[src/eeprom_ctl_regs.vh]
// Timing and encoding constants for the nonvolatile memory controller
`ifndef EEPROM_CTL_REGS_VH
`define EEPROM_CTL_REGS_VH
`define CLK_MHZ          25
`define CYCLE_TIME_US    9000
`define CYCLE_COUNT      (`CYCLE_TIME_US * `CLK_MHZ)
`define SETUP_TIME_NS    350
`define SETUP_COUNT      ((`SETUP_TIME_NS * `CLK_MHZ + 999) / 1000 + 1)
`define PULSE_TIME_NS    150
`define PULSE_COUNT      ((`PULSE_TIME_NS * `CLK_MHZ + 999) / 1000)
`define ACCESS_TIME_NS   200
`define ACCESS_COUNT     ((`ACCESS_TIME_NS * `CLK_MHZ + 999) / 1000 + 2)
`define OP_READ          3'h0
`define OP_WRITE         3'h1
`define OP_WORD_ERASE    3'h2
`define OP_WORD_ERASE_HV 3'h3
`define OP_ROW_ERASE     3'h4
`define OP_COL_ERASE     3'h5
`define OP_BULK_ERASE    3'h6
`define ADDR_W           12
`define DATA_W           8
`endif

[src/pin_sync.v]
// Two-flop synchroniser for a bus of pin inputs
module pin_sync #(
  parameter WIDTH = 8
) (
  input  wire             core_clk_i,
  input  wire             reset_n_i,
  input  wire [WIDTH-1:0] async_i,
  output reg  [WIDTH-1:0] sync_o
);
  reg [WIDTH-1:0] stage1;
  always @(posedge core_clk_i or negedge reset_n_i) begin
    if (!reset_n_i) begin
      stage1 <= {WIDTH{1'b0}};
      sync_o <= {WIDTH{1'b0}};
    end else begin
      stage1 <= async_i;
      sync_o <= stage1;
    end
  end
endmodule

[src/eeprom_ctl.v]
// Host-side controller sequencing mode pins of a 4096 x 8 erasable memory
`include "eeprom_ctl_regs.vh"
// What this block does
// - Select and output drive low, strobe high reads addressed byte.
// - Select low, drive high, strobe low writes the presented byte.
// - Word erase at logic levels: as write with all byte lines high.
// - Alternate word erase raises strobe to high voltage, lines high.
// - Allow about 9 ms per write or erase before location is updated.
// - Return select high over 350 ns before new index, controls, data.
module eeprom_ctl (
  input  wire                 core_clk_i,
  input  wire                 reset_n_i,
  input  wire                 req_valid_i,
  output wire                 req_ready_o,
  input  wire [2:0]           req_op_i,
  input  wire [`ADDR_W-1:0]   req_index_i,
  input  wire [`DATA_W-1:0]   req_data_i,
  output reg                  rsp_valid_o,
  output reg  [`DATA_W-1:0]   rsp_data_o,
  output reg                  busy_o,
  output reg  [`ADDR_W-1:0]   location_index_o,
  input  wire [`DATA_W-1:0]   byte_lines_i,
  output reg  [`DATA_W-1:0]   byte_lines_o,
  output reg                  byte_lines_oe_o,
  output reg                  select_n_o,
  output reg                  drive_n_o,
  output reg                  drive_hv_o,
  output reg                  strobe_n_o,
  output reg                  strobe_hv_o
);
  localparam [5:0] S_IDLE   = 6'h01;
  localparam [5:0] S_SETUP  = 6'h02;
  localparam [5:0] S_ACCESS = 6'h04;
  localparam [5:0] S_PULSE  = 6'h08;
  localparam [5:0] S_CYCLE  = 6'h10;
  localparam [5:0] S_DONE   = 6'h20;
  localparam integer CYCLE_I  = `CYCLE_COUNT;
  localparam integer SETUP_I  = `SETUP_COUNT;
  localparam integer PULSE_I  = `PULSE_COUNT;
  localparam integer ACCESS_I = `ACCESS_COUNT;
  // Counts cut to the counter width on purpose; all fit in 23 bits
  localparam [22:0]  CYCLE_N  = CYCLE_I[22:0];
  localparam [22:0]  SETUP_N  = SETUP_I[22:0];
  localparam [22:0]  PULSE_N  = PULSE_I[22:0];
  localparam [22:0]  ACCESS_N = ACCESS_I[22:0];

  reg  [5:0]         state;
  reg  [22:0]        count;
  reg  [2:0]         op;
  wire [`DATA_W-1:0] byte_sync;

  // Erase modes need byte lines held high
  function is_erase;
    input [2:0] code;
    begin
      is_erase = (code != `OP_READ) && (code != `OP_WRITE);
    end
  endfunction

  pin_sync #(.WIDTH(`DATA_W)) u_sync (
    .core_clk_i (core_clk_i),
    .reset_n_i  (reset_n_i),
    .async_i    (byte_lines_i),
    .sync_o     (byte_sync)
  );

  assign req_ready_o = (state == S_IDLE);

  always @(posedge core_clk_i or negedge reset_n_i) begin
    if (!reset_n_i) begin
      state            <= S_SETUP;
      count            <= 23'h000000;
      op               <= `OP_READ;
      rsp_valid_o      <= 1'b0;
      rsp_data_o       <= 8'h00;
      busy_o           <= 1'b1;
      location_index_o <= 12'h000;
      byte_lines_o     <= 8'hFF;
      byte_lines_oe_o  <= 1'b0;
      select_n_o       <= 1'b1;
      drive_n_o        <= 1'b1;
      drive_hv_o       <= 1'b0;
      strobe_n_o       <= 1'b1;
      strobe_hv_o      <= 1'b0;
    end else begin
      rsp_valid_o <= 1'b0;
      case (state)
        S_SETUP: begin
          // Select held high (standby) long enough to reopen device latches
          select_n_o <= 1'b1;
          if (count >= SETUP_N - 23'h000001) begin
            count  <= 23'h000000;
            state  <= S_IDLE;
            busy_o <= 1'b0;
          end else begin
            count <= count + 23'h000001;
          end
        end
        S_IDLE: begin
          if (req_valid_i) begin
            op               <= req_op_i;
            busy_o           <= 1'b1;
            location_index_o <= req_index_i;
            count            <= 23'h000000;
            drive_hv_o       <= 1'b0;
            strobe_hv_o      <= 1'b0;
            drive_n_o        <= 1'b1;
            strobe_n_o       <= 1'b1;
            byte_lines_oe_o  <= 1'b0;
            // Controls are set with select, captured at its fall
            select_n_o       <= 1'b0;
            case (req_op_i)
              `OP_READ: begin
                drive_n_o <= 1'b0;
                state     <= S_ACCESS;
              end
              `OP_WRITE: begin
                strobe_n_o      <= 1'b0;
                byte_lines_o    <= req_data_i;
                byte_lines_oe_o <= 1'b1;
                state           <= S_PULSE;
              end
              `OP_WORD_ERASE: begin
                strobe_n_o      <= 1'b0;
                byte_lines_o    <= 8'hFF;
                byte_lines_oe_o <= 1'b1;
                state           <= S_PULSE;
              end
              `OP_WORD_ERASE_HV: begin
                strobe_hv_o     <= 1'b1;
                byte_lines_o    <= 8'hFF;
                byte_lines_oe_o <= 1'b1;
                state           <= S_PULSE;
              end
              `OP_ROW_ERASE: begin
                drive_hv_o      <= 1'b1;
                strobe_hv_o     <= 1'b1;
                byte_lines_o    <= 8'hFF;
                byte_lines_oe_o <= 1'b1;
                state           <= S_PULSE;
              end
              `OP_COL_ERASE: begin
                drive_hv_o      <= 1'b1;
                byte_lines_o    <= 8'hFF;
                byte_lines_oe_o <= 1'b1;
                state           <= S_PULSE;
              end
              `OP_BULK_ERASE: begin
                drive_hv_o      <= 1'b1;
                strobe_n_o      <= 1'b0;
                byte_lines_o    <= 8'hFF;
                byte_lines_oe_o <= 1'b1;
                state           <= S_PULSE;
              end
              default: begin
                select_n_o <= 1'b1;
                busy_o     <= 1'b0;
                state      <= S_IDLE;
              end
            endcase
          end
        end
        S_ACCESS: begin
          if (count >= ACCESS_N - 23'h000001) begin
            rsp_data_o  <= byte_sync;
            rsp_valid_o <= 1'b1;
            drive_n_o   <= 1'b1;
            select_n_o  <= 1'b1;
            count       <= 23'h000000;
            state       <= S_SETUP;
          end else begin
            count <= count + 23'h000001;
          end
        end
        S_PULSE: begin
          if (count >= PULSE_N - 23'h000001) begin
            // Strobe rise latches the byte; select stays low for the cycle
            if (op == `OP_WRITE || op == `OP_WORD_ERASE) begin
              strobe_n_o <= 1'b1;
            end
            count <= 23'h000000;
            state <= S_CYCLE;
          end else begin
            count <= count + 23'h000001;
          end
        end
        S_CYCLE: begin
          if (count == PULSE_N && is_erase(op)) begin
            byte_lines_o <= 8'hFF;
          end
          if (count >= CYCLE_N - 23'h000001) begin
            // Full 9 ms select pulse before result is trusted
            select_n_o      <= 1'b1;
            drive_hv_o      <= 1'b0;
            strobe_hv_o     <= 1'b0;
            drive_n_o       <= 1'b1;
            strobe_n_o      <= 1'b1;
            byte_lines_oe_o <= 1'b0;
            count           <= 23'h000000;
            state           <= S_DONE;
          end else begin
            count <= count + 23'h000001;
          end
        end
        S_DONE: begin
          rsp_valid_o <= 1'b1;
          rsp_data_o  <= 8'h00;
          state       <= S_SETUP;
        end
        default: begin
          state <= S_SETUP;
        end
      endcase
    end
  end
endmodule

[config.mk]
export PLATFORM = sky130hd
export DESIGN_NAME = eeprom_ctl
export DESIGN_NICKNAME = d
export VERILOG_FILES = /design/src/pin_sync.v /design/src/eeprom_ctl.v
export VERILOG_INCLUDE_DIRS = /design/src
export SDC_FILE = /design/constraint.sdc
export NUM_CORES = 1
export LEC_CHECK = 0
export BUFFER_PORTS_ARGS = -buffer_cell sky130_fd_sc_hd__buf_2
export CORE_ASPECT_RATIO = 2
export CORE_MARGIN = 2
export CORE_UTILIZATION = 50
export CTS_CLUSTER_SIZE = 12
export DETAILED_ROUTE_END_ITERATION = 10
export PLACE_DENSITY = 0.73
export RECOVER_POWER = 50
export REMOVE_ABC_BUFFERS = 1
export SLEW_MARGIN = 25
export SYNTH_ARGS = -nofsm -noshare
export SYNTH_HDL_FRONTEND = slang
export SYNTH_HIERARCHICAL = 1
export SYNTH_SLANG_ARGS = --single-unit
[constraint.sdc]
create_clock -name core_clk_i -period 5.1 [get_ports core_clk_i]
set_input_delay 0 -clock core_clk_i [delete_from_list [all_inputs] [get_ports core_clk_i]]
set_output_delay 0 -clock core_clk_i [all_outputs]
set_load 0.005 [all_outputs]
==> out/metrics.csv, run 1 <==
metric,value,unit
maxCapViolCount,0,
critPathKind,flip-flop to flip-flop,
cts_tree,done,
drc,0,
final_cell_mix,"nand2_1, dfrtp_1, buf_2",
grt_max_degree,85,
setup_viol_count_final,0,
nets,529,
io_pins,71,
p_leak,2.27,nW
route.vias.total,3393,
root_buffer,clkbuf_16,
path_cells,ha_1 -> nor4bb_1 -> o2111a_1 -> o21ai_1 -> and3_1 -> o21ai_2 -> o211ai_1,
dp_hpwl,6750,µm
drt_iter0_drc,210,
synthToLayoutAreaGrowth,22.8,%
die_y,132,µm
fin_setup_tns,0,ns
wire_per_inst,17.2,µm
grt_pass1_vias,3359,
synth_edf_count,0,
io_buffer_count,70,
setup_ws,2.38,ns
worstSetupEndpointType,flip-flop,
swShare,0.375,
p_int,1.48,mW
peakVddDrop,0.211,mV
crit_buf_inv,0,
final_area,5030,µm²
cp.arrival,2.90,ns
wirelength,10200,µm
clock_skew,0.00787,ns
fin_hold_ws,0.0793,ns
dr.pass1.iters,4,
power_frac_seq,0.410,
cts_buffers,9,
grt_usage,0.236,
p_sw,0.887,mW
syn_area,4100,µm²
placed_area,4450,µm²
rsz0062_at_grt,false,
yosys_most_used_dff,dfrtp_1,
syn_inst,402,
hp-class,input port to flip-flop,
die-area,8980,µm²
antenna_found_initial,0,
drv_slew,0,
worst_slew_pin_slew,0.830,ns
place.gp.congestion,0.980,
ant_nets,0,
slowest_delay,0.70,ns
critPathLaunchType,flip-flop,
clkSlewWorstSetupHoldPaths,0.06,ns
period_share,0.534,
synth_seq_cells,84,
syn_avg_cell_area,10.2,µm²
period_minus_slack,2.72,ns
power.density,470,nW/µm²
n_antenna_cell,0,
comb_power_share,0.337,
grt.overflow.total,0,
core-area,7940,µm²
clkLatencyLatePin,0.35,ns
ys_async_sr_fraction,1.00,
dp_cells,544,
die_x,68.0,µm
crit_path_top_delay_cell,o21ai_2,
fmax,0.367,GHz
drive_above_1_share,0.216,
netlist-cell-type-count,61,
cp_data_required_time,5.28,ns
worst-path-max-fanout,15,
fin_cells,592,
p_clk_frac,0.253,
slew_headroom,0.447,
cts-resized-gates,0,
clockBufferDepth,2,
hold_viol_final,0,
pre_cts_ws,2.41,ns
clock_sinks,84,
layout_commonest_cell,nand2_1,
status,"complete, no violations",
viasPerCell,5.73,
initial_core_util,0.516,
critical_path.top_delay_family,compound AO/OA/AOI/OAI gates,
grt_pass1_wl,15900,µm
synth_warnings,6,
ys_seq_area_frac,0.517,
htreeDepth,3,
fp-row-count,46,
registers in the layout, summed over array words and instances, names as in the netlist, 3 cells and up:
name	count
location_index_o	12
byte_lines_o	8
count	23
op	3
u_sync/sync_o	8
state	6
rsp_data_o	8
u_sync/stage1	8
logic make-up after synthesis:
family                   after synthesis  synth area share
flip-flops                            84             0.517
AND/OR/NAND/NOR                      187             0.239
AO/OA/AOI/OAI                         72             0.140
multiplexers                           9            0.0247
buffers and inverters                 35            0.0440
adder cells (fa/ha/maj)                4            0.0122
XOR/XNOR                              11            0.0235
Yosys cell counts, drive strengths merged, types with 6 or more instances:
master / n / share of area
inv: 10 / 0.0092
clkbuf: 8 / 0.0073
nor2: 12 / 0.012
a22o: 10 / 0.021
dfstp: 13 / 0.083
dfrtp: 71 / 0.43
o21ai: 11 / 0.014
mux2: 9 / 0.025
nor3: 15 / 0.022
a21oi: 15 / 0.026
xnor2: 9 / 0.019
buf: 17 / 0.027
nand3: 12 / 0.016
nor4: 8 / 0.012
nand2: 82 / 0.075
and2: 9 / 0.014
nor2b: 8 / 0.012
o211ai: 6 / 0.011
nand2b: 10 / 0.015
worst paths after layout:
kind	slack (ns)	endpoint	depth (start not counted)	startpoint
min	0.08	busy_o	4	req_valid_i
min reg2reg	0.35	u_sync/sync_o[5]	0	u_sync/stage1[5]
max in group asynchronous	4.34	count[14]	2	reset_n_i
max	2.38	count[4]	7	count[0]
min in group asynchronous	0.26	rsp_data_o[7]	2	reset_n_i
max reg2reg	2.38	count[4]	7	count[0]
final cells by class:
type	count	area, µm²
Sequential cell	84	2120
Inverter	10	37.5
Clock buffer	9	225
Clock inverter	7	52.6
Timing Repair Buffer	103	667
Tap cell	96	120
Fill cell	649	2910
Multi-Input combinational cell	283	1810
power groups by stage:
| stage | clock [mW] | combinational (mW) | sequential (mW) |
|---|---|---|---|
| finish | 0.597 | 0.798 | 0.969 |
| global route | 0.634 | 0.882 | 0.990 |
| CTS | 0.607 | 0.804 | 0.963 |
| detailed placement | 0 | 0.780 | 0.974 |
| global placement | 0 | 0.751 | 0.963 |
| floorplan | 0 | 0.495 | 0.957 |
metrics by stage:
stage | total power, mW | util
floorplan | 1.45 | -
global placement | 1.71 | 0.559
CTS | 2.37 | 0.635
detailed placement | 1.75 | 0.560
finish | 2.36 | 0.634
global route | 2.51 | 0.634
tightest hold or removal path: stages:
cell and delay, ns:
buf_2 0.11, inv_1 0.08, a21oi_1 0.13, o22ai_1 0.09
routing by layer:
layer,up-vias,GRT usage,wire (µm),share of wire
li1,1591,-,-,-
met1,1657,0.243,3650,0.36
met2,114,0.423,5700,0.56
met3,31,0.0418,401,0.039
met4,0,0.129,419,0.041
met5,-,0,0,0
what timing repair did:
item	in CTS	in global routing
hold buffers	32	0
setup buffers	0	0
hold endpoints to repair	102	0
Note: power is estimated with default switching activity, not from simulation.
==> run 2: changes to the inputs <==
- clock period: 5.1 -> 2.75 ns (I/O delays scaled with it)
==> run 2 against run 1 <==
  * The flow now finishes with violations (capacitance limit, slew limit)
  * Fmax up 5.6%
  * Register-to-register slack got worse by 2.2 ns
  * Clock skew is 0.0016 ns higher
  * Critical path depth is 2 higher
  * First-iteration DRC count is 31% higher
  * Combinational power is 89% higher
  * Critical path type unchanged
  * Highest routed layer unchanged
==> out/metrics.csv, run 2 (same netlist as run 1, synthesis figures left out) <==
metric,value,unit
root_buffer,clkbuf_16,
reg_top3,"count (23), location_index_o (12)",
clock_sinks,84,
io_buffer_count,70,
worst_slew_pin_slew,2.02,ns
pre_cts_ws,0.212,ns
cp_data_required_time,3.01,ns
crit_path_top_delay_cell,or4_1,
cts-resized-gates,0,
die_x,68.0,µm
htreeDepth,3,
grt_pass1_wl,15700,µm
drt_iter0_drc,276,
fp-row-count,46,
layout_commonest_cell,nand2_1,
drv_slew,85,
violations,"capacitance limit, slew limit",
p_clk_frac,0.275,
swShare,0.363,
slowest_delay,0.52,ns
die_y,132,µm
die-area,8980,µm²
ant_nets,0,
critPathLaunchType,flip-flop,
critical_path.startpoint,count[1],
io_pins,71,
power_frac_seq,0.393,
clkLatencyLatePin,0.35,ns
grt.busiest_layer,met2,
met3_usage,0.0384,
hp-class,input port to flip-flop,
initial_core_util,0.516,
grt_max_degree,85,
grt_pass1_vias,3329,
p_int,2.90,mW
worst-path-max-fanout,13,
drive_above_1_share,0.221,
n_antenna_cell,0,
p_sw,1.65,mW
dp_hpwl,6510,µm
dr.pass1.iters,4,
peakVddDrop,0.450,mV
clkSlewWorstSetupHoldPaths,0.06,ns
core-area,7940,µm²
cts_tree,done,
nets,535,
power.density,894,nW/µm²
largest_reg_flops,23,
hold_viol_final,0,
p_leak,2.32,nW
clockBufferDepth,2,
period_minus_slack,2.58,ns
use_met2,0.399,
slew_headroom,-0.347,
wire_per_inst,16.3,µm
clock_skew,0.00942,ns
place.gp.congestion,0.898,
met1_usage,0.252,
setup_viol_count_final,0,
period_share,0.937,
wirelength,9750,µm
route.vias.total,3344,
synthToLayoutAreaGrowth,24.3,%
top_register,count,
viasPerCell,5.59,
setup_ws,0.174,ns
fmax,0.388,GHz
regToRegStartpoint,count[1],
grt.overflow.total,0,
grt_usage,0.230,
maxCapViolCount,1,
hold_start,req_valid_i,
final_cell_mix,"nand2_1, dfrtp_1, buf_2",
comb_power_share,0.332,
fin_setup_tns,0,ns
cts_buffers,9,
rsz0062_at_grt,false,
status,"finished, violations left",
path_cells,inv_1 -> ha_1 -> or4_1 -> a211o_1 -> nor2_1 -> or2_2 -> o21ai_2 -> buf_4 -> o211ai_1,
worstSetupEndpointType,flip-flop,
antenna_found_initial,0,
drc,0,
critPathKind,flip-flop to flip-flop,
post_cts_buffers,0,
cp.arrival,2.83,ns
## run 2: cell type report
| class | count | area [µm²] |
|---|---|---|
| multi-input cells | 283 | 1800 |
| clock buffers | 9 | 225 |
| flip-flops and latches | 84 | 2120 |
| inverters | 10 | 37.5 |
| repair buffers | 109 | 703 |
| fillers | 640 | 2850 |
| well taps | 96 | 120 |
| clock inverters | 7 | 85.1 |
## run 2: what timing repair did
item,in CTS,in global routing
hold endpoints to repair,102,0
endpoints found under the setup margin,0,0
hold buffers,32,0
## run 2: power groups by stage
| stage | sequential (mW) | clock, mW | combinational, mW |
|---|---|---|---|
| after floorplan | 1.78 | 0 | 0.918 |
| after global placement | 1.79 | 0 | 1.46 |
| after detailed placement | 1.81 | 0 | 1.50 |
| after CTS | 1.79 | 1.28 | 1.54 |
| after global routing | 1.83 | 1.33 | 1.69 |
| final | 1.79 | 1.25 | 1.51 |
## run 2: path summary, 6_finish.rpt
path,to,slack (ns),depth (start not counted)
max,count[5],0.17,9
max reg2reg,count[5],0.17,9
min in group asynchronous,u_sync/sync_o[1],0.77,2
max in group asynchronous,location_index_o[0],0.78,2
min,busy_o,0.06,4
min reg2reg,u_sync/sync_o[4],0.34,0
## run 2: critical path, delay by kind of cell (launching register included)
family | cells | cell delay (ns)
AOI/OAI and AO/OA | 3 | 0.60
and+or+nand+nor | 3 | 0.87
DFF | 1 | 0.46
adders and majority gates | 1 | 0.21
buffers and inverters | 2 | 0.35
## run 2: per-stage QoR
stage / cells / utilization / hold slack [ns] / total power [mW] / instance area (µm²)
after global placement: 550 / 0.565 / 0.108 / 3.25 / 4490
after CTS: 598 / 0.644 / 0.0555 / 4.60 / 5120
after detailed placement: 550 / 0.565 / 0.110 / 3.30 / 4490
after floorplan: 377 / - / -0.296 / 2.69 / 3960
after global routing: 598 / 0.641 / 0.0870 / 4.85 / 5090
final: 598 / 0.641 / 0.0631 / 4.55 / 5090
## run 2: per-layer routing
layer | routed length [µm] | up-vias | part of all wire
met4 | 385 | 0 | 0.039
met3 | 406 | 30 | 0.042
met5 | 0 | - | 0
met2 | 5220 | 94 | 0.53
li1 | - | 1613 | -
met1 | 3740 | 1607 | 0.38
==> run 3: changes to the inputs <==
- CORE_ASPECT_RATIO: 2 -> 1.25
==> run 3 against run 2 <==
  * Global-route usage fell by 1.9 points
  * Fmax is 1.8% higher
  * Power down 9.3%
  * Sequential power about the same
  * Clock-buffer cell count grew 1
  * Clock power fell by 35%
  * Cell count is 0.17% lower
  * Flip-flop and latch count is the same
  * The flow still finishes with violations (capacitance limit, slew limit)
  * Largest power group unchanged
  * Critical path type unchanged
  * Via count decreased by 0.18%
  * Worst setup slack better by 0.046 ns
==> out/metrics.csv, run 3 (same netlist as run 1, synthesis figures left out) <==
metric,value,unit
synthToLayoutAreaGrowth,21.5,%
peakVddDrop,0.577,mV
viasPerCell,5.59,
fin_cells,597,
nets,535,
die_x,85.0,µm
fin_setup_tns,0,ns
drive_above_1_share,0.251,
reg_top3,"count (23), location_index_o (12)",
cts_buffers,9,
post_cts_buffers,0,
htreeDepth,3,
hold_viol_final,0,
antenna_found_initial,0,
clkSlewWorstSetupHoldPaths,0.09,ns
cp_data_required_time,3.03,ns
root_buffer,clkbuf_8,
layout_commonest_cell,nand2_1,
reg2reg_depth,9,
power.density,830,nW/µm²
worst_slew_pin_slew,1.98,ns
r2r_end,count[6],
fmax,0.395,GHz
period_share,0.920,
io_pins,71,
regToRegStartpoint,count[1],
die-area,8940,µm²
hold_depth,3,
slew_headroom,-0.317,
clock_sinks,84,
ant_nets,0,
initial_core_util,0.520,
maxCapViolCount,1,
worst-path-max-fanout,13,
drv_slew,85,
grt.overflow.total,0,
clkLatencyLatePin,0.37,ns
n_antenna_cell,0,
clock_skew,0.0102,ns
final_cell_mix,"nand2_1, dfrtp_1, buf_2",
cts_tree,done,
critPathKind,flip-flop to flip-flop,
violations,"capacitance limit, slew limit",
period_minus_slack,2.53,ns
dp_cells,549,
hp-class,input port to flip-flop,
place.gp.congestion,0.844,
dr.pass1.iters,4,
top_register,count,
wire_per_inst,15.1,µm
dp_hpwl,5910,µm
wirelength,9020,µm
grt_usage,0.211,
grt_pass1_vias,3266,
setup_viol_count_final,0,
rrSetupSlack,0.22,ns
hold_end,state[0],
route.vias.total,3338,
rsz0062_at_grt,false,
core-area,7880,µm²
status,"finished, violations left",
clockBufferDepth,2,
largest_reg_flops,23,
hold_start,req_valid_i,
worstSetupEndpointType,flip-flop,
p_leak,2.31,nW
cp.arrival,2.81,ns
io_buffer_count,70,
drt_iter0_drc,210,
critPathLaunchType,flip-flop,
grt_max_degree,85,
power,4.13,mW
grt_pass1_wl,15100,µm
drc,0,
die_y,105,µm
fp-row-count,36,
## run 3: how the worst max path moves through the flow
stage / start / endpoint / slack [ns]
global placement: count[1] / count[6] / 0.33
floorplan: state[1] / count[1] / 0.38
detailed placement: count[1] / count[6] / 0.23
finish: count[1] / count[6] / 0.22
global route: count[1] / count[4] / 0.009
CTS: count[1] / count[6] / 0.20
## run 3: report_power, final
part	switching (mW)	leakage (nW)	internal [mW]
clock network	0.476	0.0848	0.337
logic	0.897	1.17	0.651
registers	0.222	1.06	1.55
total	1.59	2.31	2.54
## run 3: timing repair
action,CTS,global route
gates resized for setup,0,0
hold endpoints to repair,104,0
hold buffers,32,0
## run 3: area by class of cell
class	instances	area (µm²)
fill	647	2900
clock buffer	10	128
sequential	84	2120
multi-input combinational	283	1800
timing repair buffer	109	723
clock inverter	6	48.8
inverter	10	37.5
tap	95	119
## run 3: routing by layer
metal / share of wire / wire length, µm / global-route usage
met5: 0 / 0 / 0
met4: 0.020 / 177 / 0.0873
met3: 0.049 / 445 / 0.0423
met2: 0.52 / 4700 / 0.361
met1: 0.41 / 3690 / 0.257
## run 3: critical path, cell delays in order, from the launching register on
cell      delay, ns
dfrtp_1        0.46
inv_1          0.12
ha_1           0.18
or4_1          0.52
a211o_1        0.32
nor2_1         0.11
or2_2          0.23
o21ai_2        0.07
buf_4          0.22
o211ai_1       0.20
## run 3: per-stage QoR
stage / util / setup slack [ns] / instance area, µm² / hold WS [ns]
after global routing: 0.632 / 0.00868 / 4980 / 0.0439
final: 0.632 / 0.219 / 4980 / 0.0325
after CTS: 0.632 / 0.204 / 4980 / 0.0195
after global placement: 0.569 / 0.331 / 4480 / 0.108
after floorplan: - / 0.377 / 3960 / -0.296
after detailed placement: 0.569 / 0.234 / 4480 / 0.109
